--- src/design/sfq_pkg.sv ---
package sfq_pkg;

  // Register byte offsets.
  localparam logic [7:0] OFF_CLK_CFG = 8'h14;
  localparam logic [7:0] OFF_DMA     = 8'h1c;
  localparam logic [7:0] OFF_INT_FL  = 8'h20;
  localparam logic [7:0] OFF_INT_EN  = 8'h24;
  localparam logic [7:0] OFF_WAKE_FL = 8'h28;
  localparam logic [7:0] OFF_WAKE_EN = 8'h2c;
  localparam logic [7:0] OFF_STAT    = 8'h30;
  localparam logic [7:0] OFF_CTRL    = 8'h34;
  localparam logic [7:0] OFF_DATA    = 8'h38;

  // Queue control field positions.
  localparam int RX_DMA_EN_BIT = 31;
  localparam int RX_CNT_LSB    = 24;
  localparam int RX_CLR_BIT    = 23;
  localparam int RX_EN_BIT     = 22;
  localparam int RX_LVL_LSB    = 16;
  localparam int TX_DMA_EN_BIT = 15;
  localparam int TX_CNT_LSB    = 8;
  localparam int TX_CLR_BIT    = 7;
  localparam int TX_EN_BIT     = 6;
  localparam int TX_LVL_LSB    = 0;

  // Interrupt flag positions.
  localparam int FL_RX_UND   = 15;
  localparam int FL_RX_OVR   = 14;
  localparam int FL_TX_UND   = 13;
  localparam int FL_TX_OVR   = 12;
  localparam int FL_M_DONE   = 11;
  localparam int FL_ABORT    = 9;
  localparam int FL_FAULT    = 8;
  localparam int FL_SS_DEAS  = 5;
  localparam int FL_SS_ASRT  = 4;
  localparam int FL_RX_FULL  = 3;
  localparam int FL_RX_LEVEL = 2;
  localparam int FL_TX_EMPTY = 1;
  localparam int FL_TX_LEVEL = 0;

  // Flags that count as errors and survive DMA masking, implemented flags, and flag reset value.
  localparam logic [15:0] ERR_MASK = 16'hf300;
  localparam logic [15:0] FL_IMPL  = 16'hfb3f;
  localparam logic [15:0] FL_RESET = 16'h0002;

  // Reset values, and the refused receive threshold.
  localparam logic [4:0] TX_LVL_RESET = 5'h10;
  localparam logic [4:0] RX_LVL_BAD   = 5'h1f;
  localparam logic [7:0] TROUGH_RESET = 8'h00;

  // Own control register bit positions.
  localparam int CTRL_ROLE_BIT = 1;
  localparam int CTRL_MM_BIT   = 2;

  // Events from the shifter side, one-cycle pulses.
  typedef struct packed {
    logic rx_push;
    logic tx_pop;
    logic char_abort;
    logic collision;
    logic xfer_start;
    logic xfer_done;
  } sfq_evt_s;

endpackage

--- src/design/sfq_core.sv ---
// Functional notes
// - Eight-bit trough count sets SCK low time; zero disables, only with zero prescale.
// - Receive DMA enable gives receive requests, masks non-error interrupts; clear cancels.
// - Transmit DMA enable gives transmit requests, masks non-error interrupts; clear cancels.
// - Read-only counts show entries held in receive and transmit queues.
// - Writing one to receive clear empties receive queue and its flags except overrun.
// - Each queue has its own enable bit.
// - Receive count above threshold raises request and sets receive-level flag.
// - Writing one to transmit clear empties queue, flags and pending request.
// - Transmit count below threshold, reset 0x10, raises request and sets flag.
// - Reading empty receive queue sets sticky underrun flag, write one clears.
// - Slave push into full receive queue sets overrun; master stalls SCK instead.
// - Slave shift from empty transmit queue sets underrun; master stalls SCK instead.
// - Writing the full transmit queue sets transmit overrun.
// - Master sets done flag when all transactions complete.
// - Slave sets abort flag when select drops mid-character.
// - Multi-master with select input asserted or collision sets fault flag.
// - Select deassert and assert edges set separate write-one-clear flags.
// - Receive full and transmit empty flags; transmit empty resets to one.
// - Each interrupt flag has an enable at the same bit position.
// - Four wake flags, each gated by its own enable, write one clears.
// - Busy follows transfer in master mode, active select in slave mode.
// - Role select one means master, zero means slave.
module sfq_core #(
  parameter int DEPTH = 32,
  parameter int WIDTH = 16
) (
  input wire logic clock,
  input wire logic rst_n,
  input wire logic [7:0] reg_addr,
  input wire logic [31:0] reg_wdata,
  input wire logic reg_wr,
  input wire logic reg_rd,
  output logic [31:0] reg_rdata,
  input wire sfq_pkg::sfq_evt_s evt,
  input wire logic [WIDTH-1:0] rx_char,
  output logic [WIDTH-1:0] tx_char,
  input wire logic target_select_line,
  input wire logic sel_in_asserted,
  output logic controller_role_select,
  output logic [7:0] sck_trough_count,
  output logic sck_stall,
  output logic rx_dma_req,
  output logic tx_dma_req,
  output logic irq,
  output logic wake
);

  localparam int CW = $clog2(DEPTH + 1);
  localparam int AW = $clog2(DEPTH);

  // Sizes beyond the six-bit count fields are refused when the design is built.
  if (DEPTH < 2 || DEPTH > 63 || WIDTH < 1 || WIDTH > 32) begin : g_bad_size
    $error("sfq_core: unsupported DEPTH or WIDTH");
  end

  ////////////////////////////////////////////////////////////////////////////
  // Register state.
  logic [7:0] trough_r;
  logic rx_dma_en_r, tx_dma_en_r, rx_en_r, tx_en_r;
  logic [4:0] rx_lvl_r, tx_lvl_r;
  logic [15:0] fl_r, ie_r;
  logic [3:0] wfl_r, wen_r;
  logic role_r, mm_r, busy_r, sel_d_r;
  logic [WIDTH-1:0] rxq [DEPTH];
  logic [WIDTH-1:0] txq [DEPTH];
  logic [AW-1:0] rx_wp_r, rx_rp_r, tx_wp_r, tx_rp_r;
  logic [CW-1:0] rx_cnt_r, tx_cnt_r;

  wire wr_cfg = reg_wr && reg_addr == sfq_pkg::OFF_CLK_CFG;
  wire wr_dma = reg_wr && reg_addr == sfq_pkg::OFF_DMA;
  wire wr_fl = reg_wr && reg_addr == sfq_pkg::OFF_INT_FL;
  wire wr_wfl = reg_wr && reg_addr == sfq_pkg::OFF_WAKE_FL;
  wire wr_data = reg_wr && reg_addr == sfq_pkg::OFF_DATA;
  wire rd_data = reg_rd && reg_addr == sfq_pkg::OFF_DATA;
  wire rx_clr = wr_dma && reg_wdata[sfq_pkg::RX_CLR_BIT];
  wire tx_clr = wr_dma && reg_wdata[sfq_pkg::TX_CLR_BIT];

  wire rx_full = rx_cnt_r == CW'(DEPTH);
  wire rx_empty = rx_cnt_r == '0;
  wire tx_full = tx_cnt_r == CW'(DEPTH);
  wire tx_empty = tx_cnt_r == '0;
  // Queue moves; a register-side push or pop blocked by full or empty, or a shifter-side one in slave role, becomes an error event.
  wire rx_push = evt.rx_push && rx_en_r && !rx_full;
  wire rx_pop = rd_data && rx_en_r && !rx_empty;
  wire tx_push = wr_data && tx_en_r && !tx_full;
  wire tx_pop = evt.tx_pop && tx_en_r && !tx_empty;
  wire rx_lvl_hit = rx_cnt_r > CW'(rx_lvl_r);
  wire tx_lvl_hit = tx_cnt_r < CW'(tx_lvl_r);

  ////////////////////////////////////////////////////////////////////////////
  // Clock configuration: trough count only lives here.
  always_ff @(posedge clock or negedge rst_n) begin
    if (!rst_n) begin
      trough_r <= sfq_pkg::TROUGH_RESET;
    end else if (wr_cfg) begin
      trough_r <= reg_wdata[7:0];
    end
  end
  // Zero means low-time control off; the clock generator owns prescale legality.
  assign sck_trough_count = trough_r;

  // Queue control bits.
  always_ff @(posedge clock or negedge rst_n) begin
    if (!rst_n) begin
      rx_dma_en_r <= 1'b0;
      tx_dma_en_r <= 1'b0;
      rx_en_r <= 1'b0;
      tx_en_r <= 1'b0;
      rx_lvl_r <= '0;
      tx_lvl_r <= sfq_pkg::TX_LVL_RESET;
    end else if (wr_dma) begin
      rx_dma_en_r <= reg_wdata[sfq_pkg::RX_DMA_EN_BIT];
      tx_dma_en_r <= reg_wdata[sfq_pkg::TX_DMA_EN_BIT];
      rx_en_r <= reg_wdata[sfq_pkg::RX_EN_BIT];
      tx_en_r <= reg_wdata[sfq_pkg::TX_EN_BIT];
      // The invalid threshold is refused so the level compare stays meaningful.
      if (reg_wdata[sfq_pkg::RX_LVL_LSB +: 5] != sfq_pkg::RX_LVL_BAD) begin
        rx_lvl_r <= reg_wdata[sfq_pkg::RX_LVL_LSB +: 5];
      end
      tx_lvl_r <= reg_wdata[sfq_pkg::TX_LVL_LSB +: 5];
    end
  end

  // Enables and own control register.
  always_ff @(posedge clock or negedge rst_n) begin
    if (!rst_n) begin
      ie_r <= '0;
      wen_r <= '0;
      role_r <= 1'b0;
      mm_r <= 1'b0;
    end else if (reg_wr) begin
      if (reg_addr == sfq_pkg::OFF_INT_EN) begin
        ie_r <= reg_wdata[15:0] & sfq_pkg::FL_IMPL;
      end
      if (reg_addr == sfq_pkg::OFF_WAKE_EN) begin
        wen_r <= reg_wdata[3:0];
      end
      if (reg_addr == sfq_pkg::OFF_CTRL) begin
        role_r <= reg_wdata[sfq_pkg::CTRL_ROLE_BIT];
        mm_r <= reg_wdata[sfq_pkg::CTRL_MM_BIT];
      end
    end
  end
  assign controller_role_select = role_r;

  ////////////////////////////////////////////////////////////////////////////
  // Storage for both queues, then receive queue counters.
  always_ff @(posedge clock) begin
    if (rx_push) begin
      rxq[rx_wp_r] <= rx_char;
    end
    if (tx_push) begin
      txq[tx_wp_r] <= reg_wdata[WIDTH-1:0];
    end
  end

  always_ff @(posedge clock or negedge rst_n) begin
    if (!rst_n) begin
      rx_wp_r <= '0;
      rx_rp_r <= '0;
      rx_cnt_r <= '0;
    end else if (rx_clr) begin
      rx_wp_r <= '0;
      rx_rp_r <= '0;
      rx_cnt_r <= '0;
    end else begin
      if (rx_push) begin
        rx_wp_r <= (rx_wp_r == AW'(DEPTH - 1)) ? '0 : rx_wp_r + 1'b1;
      end
      if (rx_pop) begin
        rx_rp_r <= (rx_rp_r == AW'(DEPTH - 1)) ? '0 : rx_rp_r + 1'b1;
      end
      rx_cnt_r <= rx_cnt_r + CW'(rx_push) - CW'(rx_pop);
    end
  end

  // Transmit queue pointers; the clear wins over any push in the same cycle.
  always_ff @(posedge clock or negedge rst_n) begin
    if (!rst_n) begin
      tx_wp_r <= '0;
      tx_rp_r <= '0;
      tx_cnt_r <= '0;
    end else if (tx_clr) begin
      tx_wp_r <= '0;
      tx_rp_r <= '0;
      tx_cnt_r <= '0;
    end else begin
      if (tx_push) begin
        tx_wp_r <= (tx_wp_r == AW'(DEPTH - 1)) ? '0 : tx_wp_r + 1'b1;
      end
      if (tx_pop) begin
        tx_rp_r <= (tx_rp_r == AW'(DEPTH - 1)) ? '0 : tx_rp_r + 1'b1;
      end
      tx_cnt_r <= tx_cnt_r + CW'(tx_push) - CW'(tx_pop);
    end
  end

  // Transmit head is registered so the shifter sees stable data.
  always_ff @(posedge clock or negedge rst_n) begin
    if (!rst_n) begin
      tx_char <= '0;
    end else begin
      tx_char <= txq[tx_rp_r];
    end
  end

  // A master never sets receive overrun or transmit underrun: it holds SCK until software catches up.
  assign sck_stall = role_r && (rx_full || tx_empty);

  ////////////////////////////////////////////////////////////////////////////
  // Flag set terms.
  logic [15:0] fl_set;
  always_comb begin
    fl_set = '0;
    fl_set[sfq_pkg::FL_RX_UND] = rd_data && rx_empty;
    fl_set[sfq_pkg::FL_RX_OVR] = !role_r && evt.rx_push && rx_full;
    fl_set[sfq_pkg::FL_TX_UND] = !role_r && evt.tx_pop && tx_empty;
    fl_set[sfq_pkg::FL_TX_OVR] = wr_data && tx_full;
    fl_set[sfq_pkg::FL_M_DONE] = role_r && evt.xfer_done;
    fl_set[sfq_pkg::FL_ABORT] = !role_r && evt.char_abort;
    fl_set[sfq_pkg::FL_FAULT] = role_r && mm_r && (sel_in_asserted || evt.collision);
    fl_set[sfq_pkg::FL_SS_DEAS] = sel_d_r && !target_select_line;
    fl_set[sfq_pkg::FL_SS_ASRT] = !sel_d_r && target_select_line;
    // A receive clear must leave its level flags down, so their set terms yield to it.
    fl_set[sfq_pkg::FL_RX_FULL] = rx_full && !rx_clr;
    fl_set[sfq_pkg::FL_RX_LEVEL] = rx_lvl_hit && !rx_clr;
    fl_set[sfq_pkg::FL_TX_EMPTY] = tx_empty;
    fl_set[sfq_pkg::FL_TX_LEVEL] = tx_lvl_hit;
  end

  // Queue clears drop that queue's pending flags, receive overrun excepted; fresh events still win.
  logic [15:0] fl_clr;
  always_comb begin
    fl_clr = wr_fl ? reg_wdata[15:0] : '0;
    if (rx_clr) begin
      fl_clr = fl_clr | 16'h800c;
    end
    if (tx_clr) begin
      fl_clr = fl_clr | 16'h3003;
    end
  end

  // Sticky interrupt flags, set wins over clear.
  always_ff @(posedge clock or negedge rst_n) begin
    if (!rst_n) begin
      fl_r <= sfq_pkg::FL_RESET;
    end else begin
      fl_r <= ((fl_r & ~fl_clr) | fl_set) & sfq_pkg::FL_IMPL;
    end
  end

  // Wake flags record their conditions only when enabled.
  always_ff @(posedge clock or negedge rst_n) begin
    if (!rst_n) begin
      wfl_r <= '0;
    end else begin
      wfl_r <= (wfl_r & ~(wr_wfl ? reg_wdata[3:0] : 4'h0))
             | (wen_r & {rx_full, rx_lvl_hit, tx_empty, tx_lvl_hit});
    end
  end
  assign wake = |wfl_r;

  // Select edge tracking and busy status.
  always_ff @(posedge clock or negedge rst_n) begin
    if (!rst_n) begin
      sel_d_r <= 1'b0;
      busy_r <= 1'b0;
    end else begin
      sel_d_r <= target_select_line;
      if (role_r) begin
        if (evt.xfer_start) begin
          busy_r <= 1'b1;
        end else if (evt.xfer_done) begin
          busy_r <= 1'b0;
        end
      end else begin
        busy_r <= target_select_line;
      end
    end
  end

  ////////////////////////////////////////////////////////////////////////////
  // DMA requests drop as soon as their enable clears.
  assign rx_dma_req = rx_dma_en_r && rx_lvl_hit;
  assign tx_dma_req = tx_dma_en_r && tx_lvl_hit && !tx_clr;

  // Either DMA enable hides the data flags, leaving only errors.
  wire [15:0] irq_mask = (rx_dma_en_r || tx_dma_en_r) ? sfq_pkg::ERR_MASK : 16'hffff;
  assign irq = |(fl_r & ie_r & irq_mask);

  // Read mux, answer one cycle after the strobe; unmapped reads give zero.
  always_ff @(posedge clock or negedge rst_n) begin
    if (!rst_n) begin
      reg_rdata <= '0;
    end else if (reg_rd) begin
      case (reg_addr)
        sfq_pkg::OFF_CLK_CFG: reg_rdata <= {24'h0, trough_r};
        sfq_pkg::OFF_DMA: reg_rdata <= {rx_dma_en_r, 1'b0, 6'(rx_cnt_r), 1'b0, rx_en_r,
                                        1'b0, rx_lvl_r, tx_dma_en_r, 1'b0, 6'(tx_cnt_r),
                                        1'b0, tx_en_r, 1'b0, tx_lvl_r};
        sfq_pkg::OFF_INT_FL: reg_rdata <= {16'h0, fl_r};
        sfq_pkg::OFF_INT_EN: reg_rdata <= {16'h0, ie_r};
        sfq_pkg::OFF_WAKE_FL: reg_rdata <= {28'h0, wfl_r};
        sfq_pkg::OFF_WAKE_EN: reg_rdata <= {28'h0, wen_r};
        sfq_pkg::OFF_STAT: reg_rdata <= {31'h0, busy_r};
        sfq_pkg::OFF_CTRL: reg_rdata <= {29'h0, mm_r, role_r, 1'b0};
        sfq_pkg::OFF_DATA: reg_rdata <= 32'(rxq[rx_rp_r]);
        default: reg_rdata <= '0;
      endcase
    end
  end
endmodule

--- config.mk ---
export PLATFORM = sky130hd
export DESIGN_NAME = sfq_core
export DESIGN_NICKNAME = d
export VERILOG_FILES = /design/src/design/sfq_pkg.sv /design/src/design/sfq_core.sv
export SDC_FILE = /design/constraint.sdc
export NUM_CORES = 1
export LEC_CHECK = 0
export ABC_AREA = 1
export BUFFER_PORTS_ARGS = -buffer_cell sky130_fd_sc_hd__buf_4
export CORE_ASPECT_RATIO = 1.1
export CORE_MARGIN = 2
export CORE_UTILIZATION = 37
export CTS_CLUSTER_DIAMETER = 150
export DETAILED_ROUTE_END_ITERATION = 10
export PLACE_DENSITY = 0.55
export REMOVE_ABC_BUFFERS = 1
export SYNTH_ARGS = -nofsm -noshare
export SYNTH_HDL_FRONTEND = slang
export SYNTH_SLANG_ARGS = --single-unit
--- constraint.sdc ---
create_clock -name clock -period 2.3 [get_ports clock]
set_input_delay 0.345 -clock clock [delete_from_list [all_inputs] [get_ports clock]]
set_output_delay 0.345 -clock clock [all_outputs]
set_load 0.02 [all_outputs]
== After elaboration in Yosys (flattened, before gate mapping) ==
Memories as Yosys holds them, arrays and structs flattened. A register that Yosys moved wholly into a read port is not among the register bits.
Index checks and enable logic that the tools add are counted.
Operators by class
  $add $sub $neg: 8
  $lt $le $gt $ge: 2
  eq/ne operators: 17
  multiplexer cells: 27
  bitwise logic cells: 9
  reductions and logical operators: 59
Operators by type and width (count)
  case mux 32 bit (9 select lines): 1
  2-to-1 mux 5 bit: 12
  == test 8 x 6 -> 1 bit (second input constant): 7
  AND 16 bit: 3
  logical AND 1 bit: 34
  2-to-1 mux 16 bit: 2
  adder 5 x 1 -> 5 bit (second input constant): 4
  == test 5 bit (second input constant): 4
  == test 8 x 5 -> 1 bit (second input constant): 2
  inverter 16 bit: 1
  bitwise OR 16 bit: 1
  OR reduction 16 bit: 1
  2-to-1 mux 14 bit: 1
  adder 6 x 1 -> 6 bit: 2
  == test 6 bit (second input constant): 2
  zero test 6 bit: 2
  2-to-1 mux 12 bit: 1
  2-to-1 mux 6 bit: 2
  subtractor 6 x 1 -> 6 bit: 2
  zero test 1 bit: 10
  AND 4 bit: 2
  AND reduction 2 bit: 4
  nonzero test 2 bit: 4
  2-to-1 mux 1 bit: 7
  other kinds (9): 11
Storage, ports and cells
  flip-flop bits (word level): 124
  bits in writable memories: 1024
  bits of input ports: 68
  output and inout bits: 62
  word-level logic and storage cells: 146
  memories kept: 2
Memories
  rxq: words 32, bits a word 16, read ports 1, clocked after Yosys merged registers in 0, wr ports 1, RTL line sfq_core.sv:65  | logic [WIDTH-1:0] rxq [DEPTH];
  txq: words 32, bits a word 16, read ports 1, clocked after Yosys merged registers in 1, wr ports 1, RTL line sfq_core.sv:66  | logic [WIDTH-1:0] txq [DEPTH];

== Depth between registers and ports, before layout ==
Gate-level depths: netlist of run 1.
  depth after elaboration: 8
  gate-level depth with buffers: 17
  mapped depth without buffers: 17

== Worst setup path after synthesis of run 1 ==
OpenSTA, ideal clock, no wires.
  path kind: input to register
  start point: input port reg_addr[7]
  end point: register tx_cnt_r[4]
  library setup time: 0.119 ns
  arrival time: 2.395 ns
  data required time: 2.181 ns
  slack: -0.214 ns
  stages on the path: 16
  buffers on the path: 0
  cells stage by stage: nor2_2 -> nand3_1 -> inv_1 -> nand2_1 -> nor2_1 -> nand3_2 -> ha_1 -> inv_1 -> ha_1 -> fa_1 -> nand2_1 -> inv_1 -> o21ai_0 -> nand2_1 -> xnor2_1 -> nor2_1
On the way
  word-level cells in the longest chain between the ends: 7
  elaborated cells on any way between the ends: 10
  those cells by class: add/sub (2); eq/ne (2); mux (1); reduce/logical (5)
Ends and longest elaborated chain
  from (decl): RTL line sfq_core.sv:30  | input wire logic [7:0] reg_addr,
  == test 8 x 6 -> 1 bit: RTL line sfq_core.sv:74  | wire wr_data = reg_wr && reg_addr == sfq_pkg::OFF_DATA;
  logical AND 1 bit: RTL line sfq_core.sv:74
  logical AND 1 bit (2 in series): RTL line sfq_core.sv:86  | wire tx_push = wr_data && tx_en_r && !tx_full;
  adder 6 x 1 -> 6 bit: RTL line sfq_core.sv:195  | tx_cnt_r <= tx_cnt_r + CW'(tx_push) - CW'(tx_pop);
  subtractor 6 x 1 -> 6 bit: RTL line sfq_core.sv:195
  2-to-1 mux 6 bit (*): RTL line sfq_core.sv:184  | end else if (tx_clr) begin
  to (signal assigned): RTL line sfq_core.sv:195
  to (decl): RTL line sfq_core.sv:68  | logic [CW-1:0] rx_cnt_r, tx_cnt_r;
Mark *: on every way between the ends. The rest lies on a longest branch, timed or not.
A chain may end at the register's enable or synchronous reset.

== Final worst setup path of run 1 ==
  start point: register rx_cnt_r[2]
  end point: output port rx_dma_req
On the way
  word-level cells in the longest chain between the ends: 2
Ends and longest elaborated chain
  from (decl): RTL line sfq_core.sv:68
  from (signal assigned): RTL line sfq_core.sv:174  | rx_cnt_r <= rx_cnt_r + CW'(rx_push) - CW'(rx_pop);
  greater-than comparator 6 x 5 -> 1 bit: RTL line sfq_core.sv:88  | wire rx_lvl_hit = rx_cnt_r > CW'(rx_lvl_r);
  logical AND 1 bit: RTL line sfq_core.sv:285  | assign rx_dma_req = rx_dma_en_r && rx_lvl_hit;
  to (decl): RTL line sfq_core.sv:43  | output logic rx_dma_req,
Every way passes these cells.

==> metrics, run 1 <==
dominant synthesized flop cell edfxtp_1; final wirelength 136 mm; Final setup viols 6; Core ar. 127000 um^2; top cells by area, synth edfxtp_1, nand2_1, dfrtp_1; Critical Path Stages 9; status complete, but fails checks; fin util 45.0%; Fmax 384 MHz; clk sinks 1161; Core Rows 137; measured slew at the worst slew-check pin 0.760 ns; sequential cell area fraction in the yosys report 71.9%; Synth top area share 64.7%; Final period util 113%; CTS tree yes; die area 131000 um^2; I/O pin count 130; min Tclk post-route 2.60 ns; maxcap violations 0; RSZ-0062 raised after global routing yes; GRT overflow 0; Die Y 380 um; failing checks setup timing; Slew Limit Fails 0; CTS buffer count 119; Initial DRC Count 2585; Worst Hold Depth 1; largest net degree at the start of global routing 57; vias in the first global route 30900; Post-Syn Area per Cell 11.8 um^2; Initial Utilization 37.4%; Synth Cell Area 47500 um^2; DRC 0; clk root buf clkbuf_16; CP Capture Type output port; first-pass GRT wire length 202 mm; Ys Warns 0; H-tree levels 3; Hold WS 0.0375 ns; Slew headroom 48.9%; CP startpoint kind flop; CP max FO 2; Via density 5.12; #FFs+latches synth 1161; Final HPWL DP 86.6 mm; Critical Path RT 1.96 ns; clock latency at the later pin of the worst-skew pair 0.75 ns; CP top delay family compound AO/OA/AOI/OAI gates; post-synth top area cell edfxtp_1; synth unique cells 46; initial antenna violation count 2; worst path bufs/invs 2; ys async rst share 11.8%; CTS clk-pin slew, worst paths 0.07 ns; number of fill cells 11700; Gate Count Post-Synth 4017; worst path arrival time 2.26 ns; GR Util All Layers 20.4%; Synth top cells by count nand2_1, edfxtp_1, nand3_1; crit-path cells buf_6, ha_4, nand2_4, nor2_2, a211oi_2, o21ai_1, a21oi_2, nor2_2, buf_6; Placer Congestion 0.844; synthesis-to-finish area growth 20.4%; Setup Crit Path Kind flop to output port; Pwr Total 55.2 mW; TritonRoute pass-1 iters 7; peak supply drop 715 uV; leakage 21.5 nW; share of layout cells above drive strength 1 15.8%; Die W 346 um; r2r setup slk -0.04 ns; nets 4487; top-count cell post-synth nand2_1; final hold viol count 0; post-route clock skew 0.0473 ns; Max stage delay on crit path 0.39 ns; worst r2r path cells 15; Clock Path Buffers 3; Power Density 964 nW/um^2; Max stage delay cell, worst path dfrtp_1; hold crit path type input pin to flop; Post-synth EDFFs 1024; vias 31500; final setup margin -0.303 ns; ANT nets after route 0; WL per Instance 22.1 um; PortBufs 118
final timing paths:
| path | endpoint | from |
|---|---|---|
| setup / recovery | rx_dma_req | rx_cnt_r[2] |
| hold / removal | rxq[8][9] | rx_char[9] |
| setup reg to reg | tx_cnt_r[4] | tx_cnt_r[3] |
| hold reg to reg | fl_r[4] | sel_d_r |
| max in group asynchronous | sel_d_r | rst_n |
| min in group asynchronous | tx_rp_r[4] | rst_n |
placed cells by master (no fill, tap or decap), types with 8 or more instances in the layout:
| master | instances |
|---|---|
| nand2_1 | 1168 |
| edfxtp_1 | 1024 |
| buf_4 | 337 |
| nand3_1 | 332 |
| nor2_1 | 249 |
| o21ai_0 | 190 |
| a21oi_1 | 173 |
| dfrtp_1 | 131 |
| clkbuf_16 | 121 |
| inv_1 | 96 |
| o22ai_1 | 80 |
| buf_12 | 78 |
| mux2i_1 | 64 |
| o21ai_1 | 58 |
| o211ai_1 | 53 |
| ha_1 | 31 |
| clkinv_1 | 27 |
| clkinv_2 | 26 |
| inv_2 | 24 |
| clkbuf_1 | 23 |
| dlygate4sd3_1 | 23 |
| nand2_2 | 18 |
| buf_6 | 15 |
| nor2_2 | 13 |
| o31ai_1 | 12 |
| nand4_1 | 11 |
| bufinv_16 | 10 |
| ha_4 | 8 |
logic make-up after synthesis:
kind of cell	synth area share, %
other cells	0.00789
flops	71.9
xor+xnor	0.129
mux	1.37
compound gates	6.75
buf+inv	3.18
fa+ha+maj	1.16
simple gates	15.5
timing repair:
| item | in CTS | in global routing |
|---|---|---|
| hold buffers | 23 | 0 |
| buffers inserted | 8 | 7 |
| cloned | 0 | 0 |
| hold endpoints to repair | 145 | 0 |
| pin swaps | 15 | 22 |
| endpoints found under the setup margin | 82 | 305 |
| gates resized for setup | 37 | 45 |
sequential cells by signal, indices dropped and copies added, names as in the netlist, 6 cells and up:
name and cells:
txq 512, rx_cnt_r 6, fl_r 13, rxq 512
tx_char 16, sck_trough_count 8, reg_rdata 29, tx_cnt_r 6
ie_r 13
cell type report:
cell class                 instances  area [um^2]  area share (%)
antenna                            1         2.50         0.00437
multi-input combinational       2514        12100            21.1
clock inverter                    73          712            1.24
inverter                         127          504           0.881
tap                             1668         2090            3.64
clock buffer                     148         3170            5.54
timing repair buffer             453         4490            7.84
sequential                      1161        34200            59.7
power by group:
part	internal, mW	leakage (nW)	switching, mW
Combinational	4.43	8.80	7.79
Clock	10.9	1.90	8.29
Sequential	23.4	10.8	0.348
Total	38.7	21.5	16.4
routing by layer:
| metal | GRT usage (%) | share of wire (%) |
|---|---|---|
| met1 | 26.9 | 42 |
| met4 | 6.95 | 3.1 |
| met2 | 34.7 | 50 |
| met5 | 0 | 0 |
| met3 | 2.67 | 5.1 |
stage by stage:
| step | TNS (ns) | area (um^2) | instances | setup slack [ns] |
|---|---|---|---|---|
| 6_report | -0.804 | 57300 | 6145 | -0.303 |
| 3_3_place_gp | -128.53 | 52700 | 5885 | -0.664 |
| 2_1_floorplan | -289.90 | 46500 | 3802 | -6.97 |
| 4_1_cts | -1.40 | 57000 | 6137 | -0.436 |
| 5_1_grt | -2.17 | 57300 | 6144 | -0.435 |
| 3_5_place_dp | -132.27 | 52700 | 5885 | -0.631 |
No activity file was read; power rests on OpenSTA's default activity.
==> inputs of run 2 (changes only) <==
- BUFFER_PORTS_ARGS: -buffer_cell sky130_fd_sc_hd__buf_4 -> -buffer_cell sky130_fd_sc_hd__buf_2
==> run 2 against run 1 <==
  * The flow still finishes with violations (setup timing)
  * Fmax grew 0.49%
  * First-iteration DRC count is 17% higher
  * Critical path depth unchanged
  * Global-route usage about the same
  * Critical endpoint unchanged
  * Largest power group unchanged
  * Highest routed layer is now met5
==> metrics, run 2 (synthesis results as in run 1) <==
min Tclk post-route 2.59 ns (-0.0128 ns); GRT overflow 0 (unchanged); I/O pin count 130 (unchanged); worst r2r path cells 15 (unchanged); synthesis-to-finish area growth 20.5% (about the same); vias 31500 (+0.18%); number of fill cells 11600 (-1.5%); nets 4491 (+0.089%); initial antenna violation count 4 (+2); Final setup viols 5 (-1); Final Cell Area 57300 um^2 (about the same); CP top delay family compound AO/OA/AOI/OAI gates; status complete, but fails checks; CP max FO 2 (unchanged); Final period util 113% (-0.56 points); CP startpoint kind flop; DRC 0 (unchanged); Seq pwr share 42.5% (-0.6 points); ANT nets after route 0 (unchanged); clk root buf clkbuf_16; largest net degree at the start of global routing 76 (+33%); Core Rows 137 (unchanged); crit-path cells buf_6, ha_4, nand2_4, nor2_2, a211oi_2, o21ai_2, a21oi_4, nor2_4, buf_6; Cell Int Power 39.2 mW (+1.2%); r2r setup slk -0.14 ns (-0.10 ns); CTS clk-pin slew, worst paths 0.06 ns (about the same); clock latency at the later pin of the worst-skew pair 0.74 ns (about the same); Max stage delay on crit path 0.39 ns (about the same); min-delay src reg_wdata[23]; Slew Limit Fails 0 (unchanged); CP Capture Type output port; GR Util All Layers 20.4% (+0.033 points); Clock Path Buffers 3 (unchanged); reg2reg start tx_cnt_r[3]; Initial DRC Count 3037 (+17%); Critical Path Stages 9 (unchanged); CTS buffer count 118 (-0.84%); Power Density 975 nW/um^2 (+1.2%); Fmax 386 MHz (+0.49%); final setup margin -0.290 ns (+0.0128 ns); vias in the first global route 30800 (-0.39%); commonest non-fill, non-tap cell in the layout nand2_1; maxcap violations 0 (unchanged); WL per Instance 22.1 um (about the same); top flop regs rxq x512, txq x512, reg_rdata x29; peak supply drop 758 uV (+6.0%); Max stage delay cell, worst path dfrtp_1; post-route clock skew 0.0514 ns (+0.00418 ns); final hold viol count 0 (unchanged); Critical Path RT 1.96 ns (about the same); Final HPWL DP 88.4 mm (+2.1%); leakage 21.6 nW (+0.26%); FF-to-FF End tx_cnt_r[4]; combinational power share 21.9% (-0.3 points); Setup Crit Path Kind flop to output port; first-pass GRT wire length 202 mm (+0.26%); crit path from rx_cnt_r[2]; sw power 16.6 mW (+1.2%); power share of the clock group 35.5% (+0.7 points); Via density 5.12 (about the same); critical path endpoint rx_dma_req; Sw Ratio 29.8% (about the same); worst path arrival time 2.25 ns (about the same); measured slew at the worst slew-check pin 0.820 ns (+0.0601 ns); fin util 45.0% (about the same); TritonRoute pass-1 iters 7 (unchanged); RSZ-0062 raised after global routing yes; clk sinks 1161 (unchanged); commonest cells after routing, fill and taps aside nand2_1, edfxtp_1, nand3_1; Core ar. 127000 um^2 (unchanged); Slew headroom 45.3% (-3.6 points); final wirelength 136 mm (+0.13%); hold crit path type input pin to flop; crit-path most repeated cell buf_6; Non-Filler Instances 6154 (+0.15%); die area 131000 um^2 (unchanged); Placer Congestion 0.874 (+3.5%); dpl cells 5891 (+0.10%); CTS tree yes; worst path bufs/invs 2 (unchanged); Initial Utilization 37.4% (unchanged); Die W 346 um (unchanged); share of layout cells above drive strength 1 16.1% (+0.28 points); H-tree levels 3 (unchanged); Die Y 380 um (unchanged); PortBufs 118 (unchanged); failing checks setup timing; placed inst area 52500 um^2 (-0.42%)
[run 2: layout make-up]
class	instances	area, um^2	share of cell area (%)
Clock inverter	85	978	1.71
Timing Repair Buffer	458	4260	7.44
Multi-Input combinational cell	2514	12200	21.3
Antenna cell	1	2.50	0.00437
Clock buffer	140	3070	5.35
Sequential cell	1161	34200	59.7
Inverter	127	492	0.859
Tap cell	1668	2090	3.64
[run 2: metrics by stage]
stage	setup WS, ns	total power, mW	hold WS (ns)	TNS, ns
finish	-0.290	55.8	0.0464	-0.886
global route	-0.387	58.2	0.0290	-2.20
CTS	-0.408	56.0	0.00869	-1.15
detailed placement	-0.697	35.8	0.357	-136.02
global placement	-0.610	35.7	0.348	-122.60
floorplan	-6.97	29.5	0.0494	-289.90
[run 2: worst reg2reg max path, cell delays in order, from the launching register on]
cell	delay (ns)
dfrtp_1	0.40
inv_2	0.10
ha_4	0.14
nand4_1	0.15
nand3_2	0.13
inv_2	0.06
ha_4	0.26
inv_2	0.04
ha_4	0.15
fa_2	0.38
nand2_2	0.07
inv_2	0.05
o21ai_2	0.12
nand2_1	0.08
xnor2_1	0.15
nor2_1	0.06
[run 2: power by group through the flow]
stage	logic, mW	registers (mW)	clock network [mW]
6_report	12.3	23.7	19.8
5_1_grt	13.4	23.8	21.0
3_5_place_dp	11.7	24.1	0
3_3_place_gp	11.6	24.1	0
4_1_cts	12.1	23.7	20.2
2_1_floorplan	4.75	24.7	0
[run 2: worst min-delay path by stage]
stage,end,slack [ns],cells past startpoint
after floorplan,busy_r,0.05,0
after global placement,tx_char[1],0.35,1
after CTS,rx_cnt_r[5],0.009,4
final,rx_cnt_r[5],0.05,4
after global routing,txq[14][8],0.03,1
after detailed placement,tx_char[13],0.36,1
[run 2: layer usage]
metal,global-route usage [%],routed length (um),vias up
met5,0,12,-
met4,6.92,4450,2
met3,2.97,7260,214
met2,34.3,66200,889
met1,27.1,57800,15500
li1,-,-,14900
[run 2: repair_timing]
action | 4_1_cts | 5_1_grt
resized for setup | 53 | 46
endpoints found under the hold margin | 85 | 0
buffers inserted | 10 | 8
hold buffers | 21 | 0
pin swaps | 22 | 24
endpoints found under the setup margin | 15 | 503
